<file path="config.mk">
export PLATFORM = sky130hd
export DESIGN_NAME = peripheral_irq_enable_bank
export DESIGN_NICKNAME = d
export VERILOG_FILES = /design/src/hdl/irq_bank_pkg.sv /design/src/hdl/irq_bank_if.sv /design/src/hdl/irq_enable_store.sv /design/src/hdl/irq_request_merge.sv /design/src/hdl/peripheral_irq_enable_bank.sv
export SDC_FILE = /design/constraint.sdc
export NUM_CORES = 1
export LEC_CHECK = 0
export BUFFER_PORTS_ARGS = -buffer_cell sky130_fd_sc_hd__buf_2
export CORE_ASPECT_RATIO = 0.75
export CORE_MARGIN = 3
export CORE_UTILIZATION = 30
export DETAILED_ROUTE_END_ITERATION = 7
export HOLD_SLACK_MARGIN = 0.08
export SYNTH_ARGS = -nofsm -noshare
export SYNTH_HDL_FRONTEND = slang
export SYNTH_SLANG_ARGS = --single-unit
</file>
<file path="constraint.sdc">
create_clock -name core_clk -period 3.65 [get_ports core_clk]
set_input_delay 0 -clock core_clk [delete_from_list [all_inputs] [get_ports core_clk]]
set_output_delay 0 -clock core_clk [all_outputs]
set_load 0.05 [all_outputs]
</file>
<file path="src/hdl/irq_bank_pkg.sv">
// package: constants and types of the peripheral interrupt enable bank
// assumes: 8-bit register port and a single core clock
package irq_bank_pkg;

  // ****************************************
  // sizes and types
  // ****************************************
  localparam int NUM_BANKS = 5;
  localparam int DATA_W = 8;
  localparam int ADDR_W = 4;
  typedef logic [DATA_W-1:0] byte_type;
  typedef logic [ADDR_W-1:0] addr_type;
  typedef logic [NUM_BANKS-1:0][DATA_W-1:0] bank_type;

  // ****************************************
  // register offsets
  // ****************************************
  localparam addr_type OFS_ENABLE_1 = 4'h0;
  localparam addr_type OFS_ENABLE_5 = 4'h4;
  localparam addr_type OFS_CTRL = 4'h5;
  localparam addr_type OFS_FLAGS_1 = 4'h6;
  localparam addr_type OFS_FLAGS_5 = 4'ha;
  localparam addr_type OFS_STATUS = 4'hb;

  // ****************************************
  // reset values and implemented bits
  // ****************************************
  localparam byte_type RESET_VALUE = 8'h00;
  localparam byte_type CTRL_MASK = 8'hc0;
  localparam bank_type WRITE_MASK = {8'hf7, 8'h3f, 8'h3f, 8'h43, 8'hc3};

  // ****************************************
  // field positions
  // ****************************************
  localparam int OSC_FAIL_IRQ_EN = 7, CLK_SWITCH_DONE_IRQ_EN = 6;
  localparam int CONV_THRESHOLD_IRQ_EN = 1, CONV_DONE_IRQ_EN = 0;
  localparam int ZERO_CROSS_IRQ_EN = 6, COMPARATOR2_IRQ_EN = 1, COMPARATOR1_IRQ_EN = 0;
  localparam int SERIAL_RX_IRQ_EN = 5, SERIAL_TX_IRQ_EN = 4;
  localparam int SYNC_PORT2_COLLISION_IRQ_EN = 3, SYNC_PORT2_IRQ_EN = 2;
  localparam int SYNC_PORT1_COLLISION_IRQ_EN = 1, SYNC_PORT1_IRQ_EN = 0;
  localparam int TIMER6_MATCH_IRQ_EN = 5, TIMER4_MATCH_IRQ_EN = 3, TIMER2_MATCH_IRQ_EN = 1;
  localparam int TIMER5_OVERFLOW_IRQ_EN = 4, TIMER3_OVERFLOW_IRQ_EN = 2, TIMER1_OVERFLOW_IRQ_EN = 0;
  localparam int LOGIC_CELL4_IRQ_EN = 7, LOGIC_CELL1_IRQ_EN = 4, UNUSED_BANK5_BIT = 3;
  localparam int LOGIC_CELL3_IRQ_EN = 6, LOGIC_CELL2_IRQ_EN = 5;
  localparam int TIMER5_GATE_IRQ_EN = 2, TIMER3_GATE_IRQ_EN = 1, TIMER1_GATE_IRQ_EN = 0;
  localparam int GLOBAL_IRQ_EN = 7, PERIPHERAL_IRQ_MASTER_EN = 6;
  localparam int STATUS_ANY_PENDING = 0, STATUS_REQUEST = 1;

  // bank index of an address within a run of five registers
  function automatic logic [2:0] bank_sel(input addr_type a, input addr_type base);
    bank_sel = 3'(a - base);
  endfunction

endpackage

</file>
<file path="src/hdl/irq_bank_if.sv">
// interface: enables, flags and merged request between bank modules
// assumes: all signals on core_clk, driven by one side each
`timescale 1ns/100ps
interface irq_bank_if;
  irq_bank_pkg::bank_type enables;
  irq_bank_pkg::bank_type flags;
  irq_bank_pkg::bank_type pending;
  logic                   master_en;
  logic                   global_en;
  logic                   request;

  modport store (output enables);
  modport merge (input enables, input flags, input master_en, input global_en,
                 output pending, output request);
  modport top   (input enables, output flags, output master_en, output global_en,
                 input pending, input request);
endinterface

</file>
<file path="src/hdl/irq_enable_store.sv">
// module: the five enable registers with their implemented-bit masks
// assumes: write strobe is one cycle, address already checked by nobody
`timescale 1ns/100ps
module irq_enable_store (
  input  wire logic                   wr_en,
  input  wire irq_bank_pkg::addr_type wr_addr,
  input  wire irq_bank_pkg::byte_type wr_data,
  input  wire logic                   core_clk,
  input  wire logic                   sys_rst,
  irq_bank_if.store                   bank
);

  irq_bank_pkg::bank_type enables_q;
  logic                   hit;
  logic [2:0]             idx;

  // ****************************************
  // decode and storage
  // ****************************************
  assign hit = wr_en && (wr_addr <= irq_bank_pkg::OFS_ENABLE_5);
  assign idx = irq_bank_pkg::bank_sel(wr_addr, irq_bank_pkg::OFS_ENABLE_1);

  always_ff @(posedge core_clk) begin
    if (sys_rst) begin
      enables_q <= {irq_bank_pkg::NUM_BANKS{irq_bank_pkg::RESET_VALUE}};
    end else if (hit) begin
      // unimplemented bits never store, so they read back as zero
      enables_q[idx] <= wr_data & irq_bank_pkg::WRITE_MASK[idx];
    end
  end

  assign bank.enables = enables_q;
endmodule

</file>
<file path="src/hdl/irq_request_merge.sv">
// module: per-source gating and the merged peripheral request
// assumes: flags come from logic on core_clk, so no synchroniser
`timescale 1ns/100ps
module irq_request_merge (
  irq_bank_if.merge bank
);

  // ****************************************
  // gating
  // ****************************************
  always_comb begin
    bank.pending    = '0;
    bank.pending[0] = bank.flags[0] & bank.enables[0];
    bank.pending[1] = bank.flags[1] & bank.enables[1];
    bank.pending[2] = bank.flags[2] & bank.enables[2];
    bank.pending[3] = bank.flags[3] & bank.enables[3];
    bank.pending[4] = bank.flags[4] & bank.enables[4];
  end

  // nothing from this bank passes without both master enables
  always_comb begin
    bank.request = (|bank.pending) & bank.master_en & bank.global_en;
  end

endmodule

</file>
<file path="src/hdl/peripheral_irq_enable_bank.sv">
// module: top of the peripheral interrupt enable bank with register port
// assumes: one 10 MHz core clock, flag sources and core on that clock
`timescale 1ns/100ps

module peripheral_irq_enable_bank (
  input  wire logic                   core_clk,
  input  wire logic                   sys_rst,
  input  wire irq_bank_pkg::addr_type reg_addr,
  input  wire irq_bank_pkg::byte_type reg_wdata,
  input  wire logic                   reg_wr,
  input  wire logic                   reg_rd,
  output      irq_bank_pkg::byte_type reg_rdata,
  input  wire irq_bank_pkg::bank_type periph_flags,
  output      logic                   irq_request
);

  // ****************************************
  // declarations
  // ****************************************
  irq_bank_if bank_if ();

  irq_bank_pkg::byte_type ctrl_q;
  irq_bank_pkg::byte_type rd_data_q;
  irq_bank_pkg::byte_type rd_data_d;
  irq_bank_pkg::byte_type status;
  logic                   irq_q;
  logic                   any_pending;
  logic [2:0]             rd_idx;
  logic [2:0]             flag_idx;

  // ****************************************
  // sub-blocks
  // ****************************************
  irq_enable_store u_store (
    .wr_en    (reg_wr),
    .wr_addr  (reg_addr),
    .wr_data  (reg_wdata),
    .core_clk (core_clk),
    .sys_rst  (sys_rst),
    .bank     (bank_if.store)
  );

  irq_request_merge u_merge (
    .bank (bank_if.merge)
  );

  // raw flags pass in untouched; only the merge masks them, with the enables
  assign bank_if.flags     = periph_flags;
  assign bank_if.master_en = ctrl_q[irq_bank_pkg::PERIPHERAL_IRQ_MASTER_EN];
  assign bank_if.global_en = ctrl_q[irq_bank_pkg::GLOBAL_IRQ_EN];

  // ****************************************
  // control register
  // ****************************************
  always_ff @(posedge core_clk) begin
    if (sys_rst) begin
      ctrl_q <= irq_bank_pkg::RESET_VALUE;
    end else if (reg_wr && reg_addr == irq_bank_pkg::OFS_CTRL) begin
      ctrl_q <= reg_wdata & irq_bank_pkg::CTRL_MASK;
    end
  end

  // ****************************************
  // read port
  // ****************************************
  assign rd_idx      = irq_bank_pkg::bank_sel(reg_addr, irq_bank_pkg::OFS_ENABLE_1);
  assign flag_idx    = irq_bank_pkg::bank_sel(reg_addr, irq_bank_pkg::OFS_FLAGS_1);
  assign any_pending = |bank_if.pending;

  always_comb begin
    status = irq_bank_pkg::RESET_VALUE;
    status[irq_bank_pkg::STATUS_ANY_PENDING] = any_pending;
    status[irq_bank_pkg::STATUS_REQUEST]     = irq_q;
  end

  // unmapped addresses and idle cycles return zero
  always_comb begin
    rd_data_d = irq_bank_pkg::RESET_VALUE;
    if (reg_rd) begin
      if (reg_addr <= irq_bank_pkg::OFS_ENABLE_5) begin
        rd_data_d = bank_if.enables[rd_idx];
      end else if (reg_addr == irq_bank_pkg::OFS_CTRL) begin
        rd_data_d = ctrl_q;
      end else if (reg_addr >= irq_bank_pkg::OFS_FLAGS_1 && reg_addr <= irq_bank_pkg::OFS_FLAGS_5) begin
        rd_data_d = periph_flags[flag_idx];
      end else if (reg_addr == irq_bank_pkg::OFS_STATUS) begin
        rd_data_d = status;
      end
    end
  end

  always_ff @(posedge core_clk) begin
    if (sys_rst) begin
      rd_data_q <= irq_bank_pkg::RESET_VALUE;
    end else begin
      rd_data_q <= rd_data_d;
    end
  end

  assign reg_rdata = rd_data_q;

  // ****************************************
  // request to the core
  // ****************************************
  // registered so the core sees a clean level; costs one cycle of latency
  always_ff @(posedge core_clk) begin
    if (sys_rst) begin
      irq_q <= 1'b0;
    end else begin
      irq_q <= bank_if.request;
    end
  end

  assign irq_request = irq_q;

  function automatic irq_bank_pkg::bank_type src_only(input int k, input int b);
    irq_bank_pkg::bank_type v;
    v = '0;
    v[k][b] = 1'b1;
    return v;
  endfunction

  logic gates_on;
  assign gates_on = bank_if.master_en && bank_if.global_en;
endmodule

</file>
==> reports/qor.csv, run 1 <==
stage,metric,value,unit
outcome,status,"complete, no violations",
cells_and_area,Synth-to-Final Area Change,21.5,%
synth,Post-synth EDFFs,0,
worst_setup_path,CP max FO,33,
sta,RSZ-0062 raised after global routing,false,
detailed_routing,initial DRC count,198,
cells_and_area,layout cells sized above 1,26.4,%
sta,setup violators final,0,
synth,Area contributors post-synth,"dfxtp_1 (35%), mux2i_1 (15%), mux4_2 (6.9%), nor2_1 (6.7%), a22oi_1 (5.4%)",
detailed_routing,Vias/cell,5.35,
clocking,CTS H-tree lvls,2,
floorplanning,core area,9270,um^2
cells_and_area,most frequent cells in the layout,"buf_2 (64), nor2_1 (52), dfxtp_1 (51), mux2i_1 (43), a22oi_1 (21)",
power,total power,1320,uW
synth,synth unique cells,51,
flow_run,max_cap viols,0,
floorplanning,Starting Density,31.5,%
worst_setup_path,critical setup path kind,in2reg,
grt,largest net degree at the start of global routing,45,
clocking,clk root buf,clkbuf_16,
floorplanning,Die ar.,11000,um^2
floorplanning,Cell Rows,30,
worst_setup_path,Required @ worst endpoint,3820,ps
detailed_routing,drt drc,0,
synth,"Seq/Total Area, Yosys",35.0,%
clocking,Post-CTS Setup Bufs,0,
sta,fin crit share,60.6,%
worst_setup_path,Worst setup EP type,register,
placed_design,hpwl dp,7.25,mm
detailed_routing,post-route ant nets,0,
worst_setup_path,crit path DAT,2390,ps
sta,count of pins over their slew limit,0,
clocking,worst skew pair latency,300,ps
cells_and_area,"commonest non-fill, non-tap cell in the layout",buf_2,
grt,number of global-route vias before repair,2540,
placed_design,IO Port Bufs,64,
power,LEAKAGE,0.00165,uW
clocking,CTS Sinks,51,
clocking,Num CTS Buffers,5,
detailed_routing,vias,2588,
power,Pwr Density,372,nW/um^2
sta,fin crit period,2210,ps
worst_setup_path,"critical path, cell by cell","buf_2, inv_1, ha_1, mux2_2, a221oi_1, o32a_1, a21oi_1",
floorplanning,die height,91.4,um
sta,Tightest Pin Transition,797,ps
synth,synthesized flop and latch total,51,
sta,slew margin rel.,46.9,%
min_path,Hold Crit Class,in2reg,
synth,Synth area leader,dfxtp_1,
power,maximum VDD drop,0.157,mV
sta,fmax,0.452,GHz
worst_setup_path,flop-to-flop setup slack,1970,ps
clocking,CTS tree,yes,
worst_setup_path,type of origin of the critical path,input port,
worst_setup_path,"Largest stage delay, worst path",680,ps
sta,setup_tns,0,ps
sta,"Hold Vio Cnt, Final",0,
grt,first-pass GRT wire length,14.5,mm
synth,Synth top area share,35.0,%
clocking,hold buffer count at cts,7,
clocking,clk buf depth,2,
cells_and_area,Ant. Diodes,0,
synth,Mapped Cells,293,
floorplanning,die width,120,um
detailed_routing,DRT Wirelength,9.34,mm
grt,total global routing overflow,0,
synth,Synth async-reset ratio,0,%
placed_design,GP Congestion,0.864,
synth,syn avg cell area,9.96,um^2
clocking,Post-CTS Resized,0,
cells_and_area,Layout Nets,417,
worst_setup_path,critical path's slowest cell,ha_1,
grt,Tot GR Track Use,17.4,%
floorplanning,IO Count,65,
synth,Yosys warning total,0,
detailed_routing,DR WL/cell,19.3,um
synth,Mapped Nets,355,
clocking,clock-pin slew of the registers on the worst-case setup and hold paths,60,ps
sta,Setup Skew,6.12,ps
synth,top_reg_cell synth,dfxtp_1,
cells_and_area,Filler Cell Count,967,
detailed_routing,Pre-Repair DR Iteration Count,5,
grt,initial antenna violation count,0,
synth,synthesized cell area,2920,um^2
## critical path: cells and delay by family
kind,cells,cell delay (ps)
AO/OA/AOI/OAI,3,540
adder cells (fa/ha/maj),1,680
buffers and inverters,2,750
multiplexers,1,400
## power breakdown
| group | internal (uW) | switching (uW) | total (uW) |
|---|---|---|---|
| sequential | 562 | 3.65 | 565 |
| clock | 345 | 214 | 559 |
| combinational | 78.5 | 115 | 193 |
| total | 985 | 332 | 1320 |
## layer usage
metal  wire, um  global-route usage (%)  share of wire, %
met5          0                       0                 0
met4         87                    4.10              0.93
met3        652                    3.67               7.0
met2       3980                    25.4                43
met1       4620                    26.0                50
## Yosys cell counts (2+ instances only)
master    instances
nor2_1           52
dfxtp_1          51
mux2i_1          43
a22oi_1          21
a21oi_1          11
nand2_1          11
mux4_2            9
nor2b_1           9
ha_1              6
clkbuf_1          5
nand4_1           5
a31oi_1           4
buf_2             4
mux4_1            4
nand2b_1          4
o22a_1            4
nand3_1           3
nand4_2           3
nor3_1            3
a211oi_1          2
and2_1            2
and3_1            2
and3b_1           2
buf_1             2
buf_6             2
inv_2             2
mux2_2            2
nand4_4           2
## through the flow
| stage | hold slack [ps] | cell area, um^2 | worst slack (ps) | util (%) | std cells |
|---|---|---|---|---|---|
| final | 116 | 3540 | 1440 | 38.2 | 484 |
| after global placement | 274 | 3300 | 1310 | 35.6 | 469 |
| after floorplan | 144 | 2920 | 1920 | - | 293 |
| after CTS | 118 | 3540 | 1490 | 38.2 | 484 |
| after detailed placement | 281 | 3300 | 1180 | 35.6 | 469 |
| after global routing | 179 | 3540 | 1270 | 38.2 | 484 |
## final cells by class
cell class	count	area (um^2)	share of cell area [%]
tap	128	160	4.52
inverter	3	11.3	0.318
clock inverter	2	38.8	1.09
sequential	51	1020	28.8
multi-input combinational	223	1780	50.3
timing repair buffer	71	390	11.0
clock buffer	6	139	3.92
## worst paths after layout
check	endpoint	cells past startpoint	startpoint
setup / recovery	reg_rdata[0]$_SDFF_PP0_	7	reg_addr[1]
hold / removal	reg_rdata[2]$_SDFF_PP0_	3	reg_rd
setup reg to reg	reg_rdata[0]$_SDFF_PP0_	5	u_store.bank.enables[17]$_SDFFE_PP0P_
hold reg to reg	irq_request$_SDFF_PP0_	2	ctrl_q[6]$_SDFFE_PP0P_
## sequential cells by signal (all words and copies together) (netlist names)
signal and cells:
reg_rdata 8, u_store.bank.enables 40, ctrl_q 2, irq_request 1
## cells by family (layout without fill, tap and decap cells)
group	after synthesis	count (layout)	synth area share, %
compound gates	56	56	13.8
fa+ha+maj	6	6	2.57
buf+inv	19	82	3.86
flops	51	51	35.0
mux	58	58	26.1
simple gates	103	103	18.7
Power figures use the tool's default switching activity.
==> run 2: changes to the inputs <==
Clock period 3.65 ns to 1.9 ns, I/O delays scaled along.
==> run 2 against run 1 <==
Net effect:
- combinational power increased by 100%
- setup slack got worse by 1200 ps
- critical path depth decreased by 2
- die area unchanged
- utilization increased by 1.0 points
- sequential share of layout area decreased by 0.75 points
- cell count increased by 2.5%
- clock skew about the same
- first-iteration DRC count increased by 30%
- routed wire length increased by 2.3%
- worst hold slack improved by 32 ps
- final area increased by 2.7%
==> reports/qor.csv, run 2 (synthesis gave the netlist of run 1 again) <==
stage,metric,value,unit
worst_setup_path,critical path's slowest cell,or4_1,
detailed_routing,Pre-Repair DR Iteration Count,5,
detailed_routing,DRT Wirelength,9.56,mm
grt,Tot GR Track Use,17.9,%
clocking,clk buf depth,2,
grt,largest net degree at the start of global routing,41,
worst_setup_path,Required @ worst endpoint,2070,ps
power,Pwr Density,688,nW/um^2
grt,routing usage on met2,26.3,%
sta,RSZ-0062 raised after global routing,false,
detailed_routing,DR WL/cell,19.3,um
grt,number of global-route vias before repair,2636,
sta,setup violators final,0,
worst_setup_path,"critical path, cell by cell","a22oi_1, nand4_1, or4_1, o21ai_0, a21oi_1",
power,maximum VDD drop,0.350,mV
cells_and_area,Ant. Diodes,0,
detailed_routing,drt drc,0,
sta,setup_tns,0,ps
cells_and_area,area taken by multi-input logic gates,1780,um^2
grt,GR Util met3,4.36,%
clocking,Num CTS Buffers,5,
grt,grt met1 use,26.1,%
grt,total global routing overflow,0,
cells_and_area,layout cells sized above 1,28.8,%
cells_and_area,Layout Nets,430,
sta,count of pins over their slew limit,0,
placed_design,GP Congestion,0.918,
worst_setup_path,critical setup path kind,reg2reg,
detailed_routing,vias,2654,
cells_and_area,Storage cell area,1020,um^2
floorplanning,Starting Density,31.5,%
grt,Top Usage Layer GRT,met2,
floorplanning,Cell Rows,30,
cells_and_area,Filler Cell Count,955,
power,LEAKAGE,0.00171,uW
floorplanning,core area,9270,um^2
detailed_routing,initial DRC count,258,
grt,initial antenna violation count,0,
sta,slew margin rel.,64.6,%
floorplanning,IO Count,65,
floorplanning,Die ar.,11000,um^2
flow_run,max_cap viols,0,
clocking,CTS Sinks,51,
worst_setup_path,Worst setup EP type,register,
worst_setup_path,CP max FO,3,
sta,fin crit period,1700,ps
cells_and_area,number of flip-flops in the largest register,40,
sta,fin crit share,89.3,%
outcome,status,"complete, no violations",
clocking,clock-pin slew of the registers on the worst-case setup and hold paths,70,ps
worst_setup_path,crit path DAT,1860,ps
sta,"Hold Vio Cnt, Final",0,
cells_and_area,most frequent cells in the layout,"buf_2 (64), nor2_1 (52), dfxtp_1 (51), mux2i_1 (43), a22oi_1 (21)",
placed_design,hpwl dp,7.30,mm
sta,Setup Skew,6.54,ps
cells_and_area,"commonest non-fill, non-tap cell in the layout",buf_2,
min_path,Hold Crit Class,in2reg,
sta,Tightest Pin Transition,530,ps
worst_setup_path,type of origin of the critical path,register,
detailed_routing,Vias/cell,5.35,
clocking,CTS tree,yes,
worst_setup_path,"Largest stage delay, worst path",590,ps
grt,first-pass GRT wire length,14.9,mm
sta,fmax,0.590,GHz
clocking,worst skew pair latency,300,ps
floorplanning,die width,120,um
clocking,CTS H-tree lvls,2,
floorplanning,die height,91.4,um
power,total power,2500,uW
detailed_routing,post-route ant nets,0,
cells_and_area,Synth-to-Final Area Change,24.7,%
placed_design,IO Port Bufs,64,
clocking,clk root buf,clkbuf_16,
-- run 2: cell count changes in the layout (fill, tap and decap cells not counted), sizes merged --
cell and delta:
clkinvlp +1, clkbuf -1, inv -1, buf +13
-- run 2: per-stage QoR --
stage / util [%] / instance area [um^2] / instances / hold WS (ps) / setup WS, ps
4_1_cts: 39.3 / 3640 / 496 / 136 / 211
6_report: 39.3 / 3640 / 496 / 148 / 204
3_3_place_gp: 36.7 / 3410 / 482 / 233 / 220
5_1_grt: 39.3 / 3640 / 496 / 187 / 114
3_5_place_dp: 36.7 / 3410 / 482 / 235 / 177
2_1_floorplan: - / 2920 / 293 / 144 / 173
-- run 2: layout make-up --
class                      count  share of cell area (%)
timing repair buffer          84                    13.8
sequential                    51                    28.1
inverter                       3                   0.309
clock buffer                   5                    3.44
clock inverter                 2                    1.03
multi-input combinational    223                    49.0
tap                          128                    4.40
-- run 2: what timing repair did --
item                      in CTS  in global routing
gates resized for setup        0                  0
hold endpoints to repair      15                  0
buffers inserted               0                  0
hold buffers                   7                  0
-- run 2: per-layer routing --
metal | vias up | wire length [um] | share of wire [%]
li1 | 1243 | - | -
met1 | 1260 | 4570 | 48
met2 | 138 | 4000 | 42
met3 | 13 | 855 | 8.9
met4 | 0 | 136 | 1.4
met5 | - | 0 | 0
-- run 2: final timing paths --
check	start	to	slack, ps	cells past startpoint
worst max register to register	u_store.bank.enables[27]$_SDFFE_PP0P_	reg_rdata[0]$_SDFF_PP0_	200	5
worst max-delay path	u_store.bank.enables[27]$_SDFFE_PP0P_	reg_rdata[0]$_SDFF_PP0_	200	5
worst min-delay path	reg_wr	ctrl_q[7]$_SDFFE_PP0P_	150	4
worst min register to register	ctrl_q[6]$_SDFFE_PP0P_	irq_request$_SDFF_PP0_	480	2
-- run 2: power by group --
group          switching [uW]  internal, uW  leakage [uW]
Clock                     409           614     0.0000759
Sequential               7.28          1080      0.000411
Combinational             225           169       0.00123
Total                     642          1860       0.00171
-- run 2: worst max-delay path: cells and delay by family, from the launching register on --
kind            cells  cell delay [ps]
flops               1              340
simple gates        2              700
compound gates      3              520
==> run 3: changes to the inputs <==
Settings changed: CTS_BUF_LIST set to sky130_fd_sc_hd__clkbuf_8.
==> run 3 against run 2 <==
Net effect:
- non-clock buffer count unchanged
- cell count is the same
- largest cell class unchanged
- final area shrank 1.5%
- die area is the same
- via count up 0.30%
- count of clock-buffer cells in the layout is the same
- clock skew increased by 7.1 ps
- utilization fell by 0.61 points
- setup slack lost 27 ps
- register-to-register slack got worse by 30 ps
- first-iteration DRC count grew 9.7%
- sequential cell count stayed put
==> reports/qor.csv, run 3 (synthesis gave the netlist of run 1 again) <==
stage,metric,value,unit
detailed_routing,drt drc,0,
cells_and_area,layout cells sized above 1,28.8,%
cells_and_area,number of flip-flops in the largest register,40,
worst_setup_path,worst r2r path cells,5,
clocking,Post-CTS Resized,0,
sta,setup violators final,0,
worst_setup_path,"critical path, cell by cell","a22oi_1, nand4_1, or4_1, o21ai_0, a21oi_1",
floorplanning,die width,120,um
sta,fin crit period,1720,ps
floorplanning,core area,9270,um^2
sta,"Hold Vio Cnt, Final",0,
power,maximum VDD drop,0.397,mV
min_path,Hold Crit Endpoint,ctrl_q[7]$_SDFFE_PP0P_,
clocking,clk buf depth,2,
sta,fmax,0.581,GHz
power,internal power,1630,uW
detailed_routing,Vias/cell,5.37,
cells_and_area,Storage cell area,1020,um^2
grt,number of global-route vias before repair,2598,
cells_and_area,Filler Cell Count,959,
worst_setup_path,CP max FO,3,
power,Pwr Density,628,nW/um^2
sta,setup_tns,0,ps
worst_setup_path,Required @ worst endpoint,2080,ps
grt,largest net degree at the start of global routing,41,
clocking,worst skew pair latency,310,ps
cells_and_area,Layout Nets,430,
placed_design,GP Congestion,0.918,
worst_setup_path,type of origin of the critical path,register,
clocking,Num CTS Buffers,5,
clocking,clock-pin slew of the registers on the worst-case setup and hold paths,100,ps
power,Comb power frac,17.6,%
detailed_routing,Pre-Repair DR Iteration Count,5,
clocking,CTS Sinks,51,
grt,Tot GR Track Use,17.4,%
outcome,status,"complete, no violations",
worst_setup_path,Critical Path Source,u_store.bank.enables[17]$_SDFFE_PP0P_,
sta,slew margin rel.,65.6,%
floorplanning,die height,91.4,um
sta,fin crit share,90.7,%
cells_and_area,area taken by multi-input logic gates,1780,um^2
cells_and_area,"commonest non-fill, non-tap cell in the layout",buf_2,
grt,initial antenna violation count,0,
grt,first-pass GRT wire length,14.6,mm
power,net switching power figure,615,uW
cells_and_area,"Design Area, Final",3580,um^2
sta,count of pins over their slew limit,0,
min_path,Worst Min Path Start,reg_wr,
cells_and_area,most frequent cells in the layout,"buf_2 (64), nor2_1 (52), dfxtp_1 (51), mux2i_1 (43), a22oi_1 (21)",
worst_setup_path,crit path DAT,1910,ps
floorplanning,Die ar.,11000,um^2
detailed_routing,DRT Wirelength,9.45,mm
cells_and_area,Synth-to-Final Area Change,22.8,%
detailed_routing,DR WL/cell,19.1,um
floorplanning,IO Count,65,
floorplanning,Cell Rows,30,
worst_setup_path,flop-to-flop setup slack,180,ps
cells_and_area,Ant. Diodes,0,
floorplanning,Starting Density,31.5,%
min_path,Hold Crit Class,in2reg,
worst_setup_path,critical setup path kind,reg2reg,
flow_run,max_cap viols,0,
placed_design,DP Area,3410,um^2
worst_setup_path,critical path's slowest cell,or4_1,
clocking,clk root buf,clkbuf_8,
sta,Tightest Pin Transition,515,ps
worst_setup_path,Worst setup EP type,register,
worst_setup_path,Crit Reg-Reg Startpoint,u_store.bank.enables[17]$_SDFFE_PP0P_,
clocking,CTS H-tree lvls,2,
sta,Setup Skew,13.6,ps
power,clock power share,34.2,%
power,switching share of power,27.4,%
detailed_routing,initial DRC count,283,
placed_design,IO Port Bufs,64,
min_path,worst hold stages,4,
sta,RSZ-0062 raised after global routing,false,
worst_setup_path,"Largest stage delay, worst path",570,ps
placed_design,hpwl dp,7.30,mm
power,Reg power frac,48.3,%
detailed_routing,vias,2662,
grt,total global routing overflow,0,
power,LEAKAGE,0.00169,uW
worst_setup_path,Worst R2R End,reg_rdata[0]$_SDFF_PP0_,
detailed_routing,post-route ant nets,0,
clocking,CTS tree,yes,
-- run 3: cell types whose count changed in the layout (fill, tap and decap cells not counted) --
| cell | previous run | this run |
|---|---|---|
| clkbuf_8 | 0 | 5 |
| clkbuf_16 | 5 | 0 |
-- run 3: power groups by stage --
stage          Sequential, uW  Clock, uW  Combinational (uW)
2_1_floorplan            1120          0                 213
6_report                 1090        768                 395
3_5_place_dp             1110          0                 379
4_1_cts                  1090        776                 390
5_1_grt                  1090        814                 425
3_3_place_gp             1110          0                 378
-- run 3: worst max path at each step --
stage / endpoint / cells past startpoint
5_1_grt: reg_rdata[0]$_SDFF_PP0_ / 5
3_3_place_gp: reg_rdata[0]$_SDFF_PP0_ / 5
4_1_cts: reg_rdata[0]$_SDFF_PP0_ / 5
3_5_place_dp: reg_rdata[0]$_SDFF_PP0_ / 7
6_report: reg_rdata[0]$_SDFF_PP0_ / 5
2_1_floorplan: reg_rdata[0]$_SDFF_PP0_ / 9
-- run 3: metrics by stage --
step	power, uW	instances	hold WS [ps]	util [%]	setup slack (ps)
after floorplan	1340	293	144	-	173
after global placement	1490	482	233	36.7	220
after detailed placement	1490	482	235	36.7	177
after CTS	2250	496	116	38.7	202
after global routing	2330	496	161	38.7	106
final	2250	496	125	38.7	178
-- run 3: area by class of cell --
cell class	count	share of cell area, %
multi-input cells	223	49.8
repair buffers	84	14.0
clock inverters	2	1.05
inverters	3	0.314
clock buffers	5	1.92
flip-flops and latches	51	28.5
well taps	128	4.47
-- run 3: worst max-delay path, delay by kind of cell (launching register included) --
kind               cells  cell delay, ps
AOI/OAI and AO/OA      3             570
DFF                    1             330
and+or+nand+nor        2             690
-- run 3: metal layers --
metal  track usage [%]  share of wire (%)
met2              25.3                 42
met1              26.3                 48
met4              3.34                1.4
met3              3.80                8.5
met5                 0                  0
-- run 3: repair_timing --
action | CTS | global route
endpoints found under the hold margin | 15 | 0
hold buffers | 7 | 0
setup buffers | 0 | 0
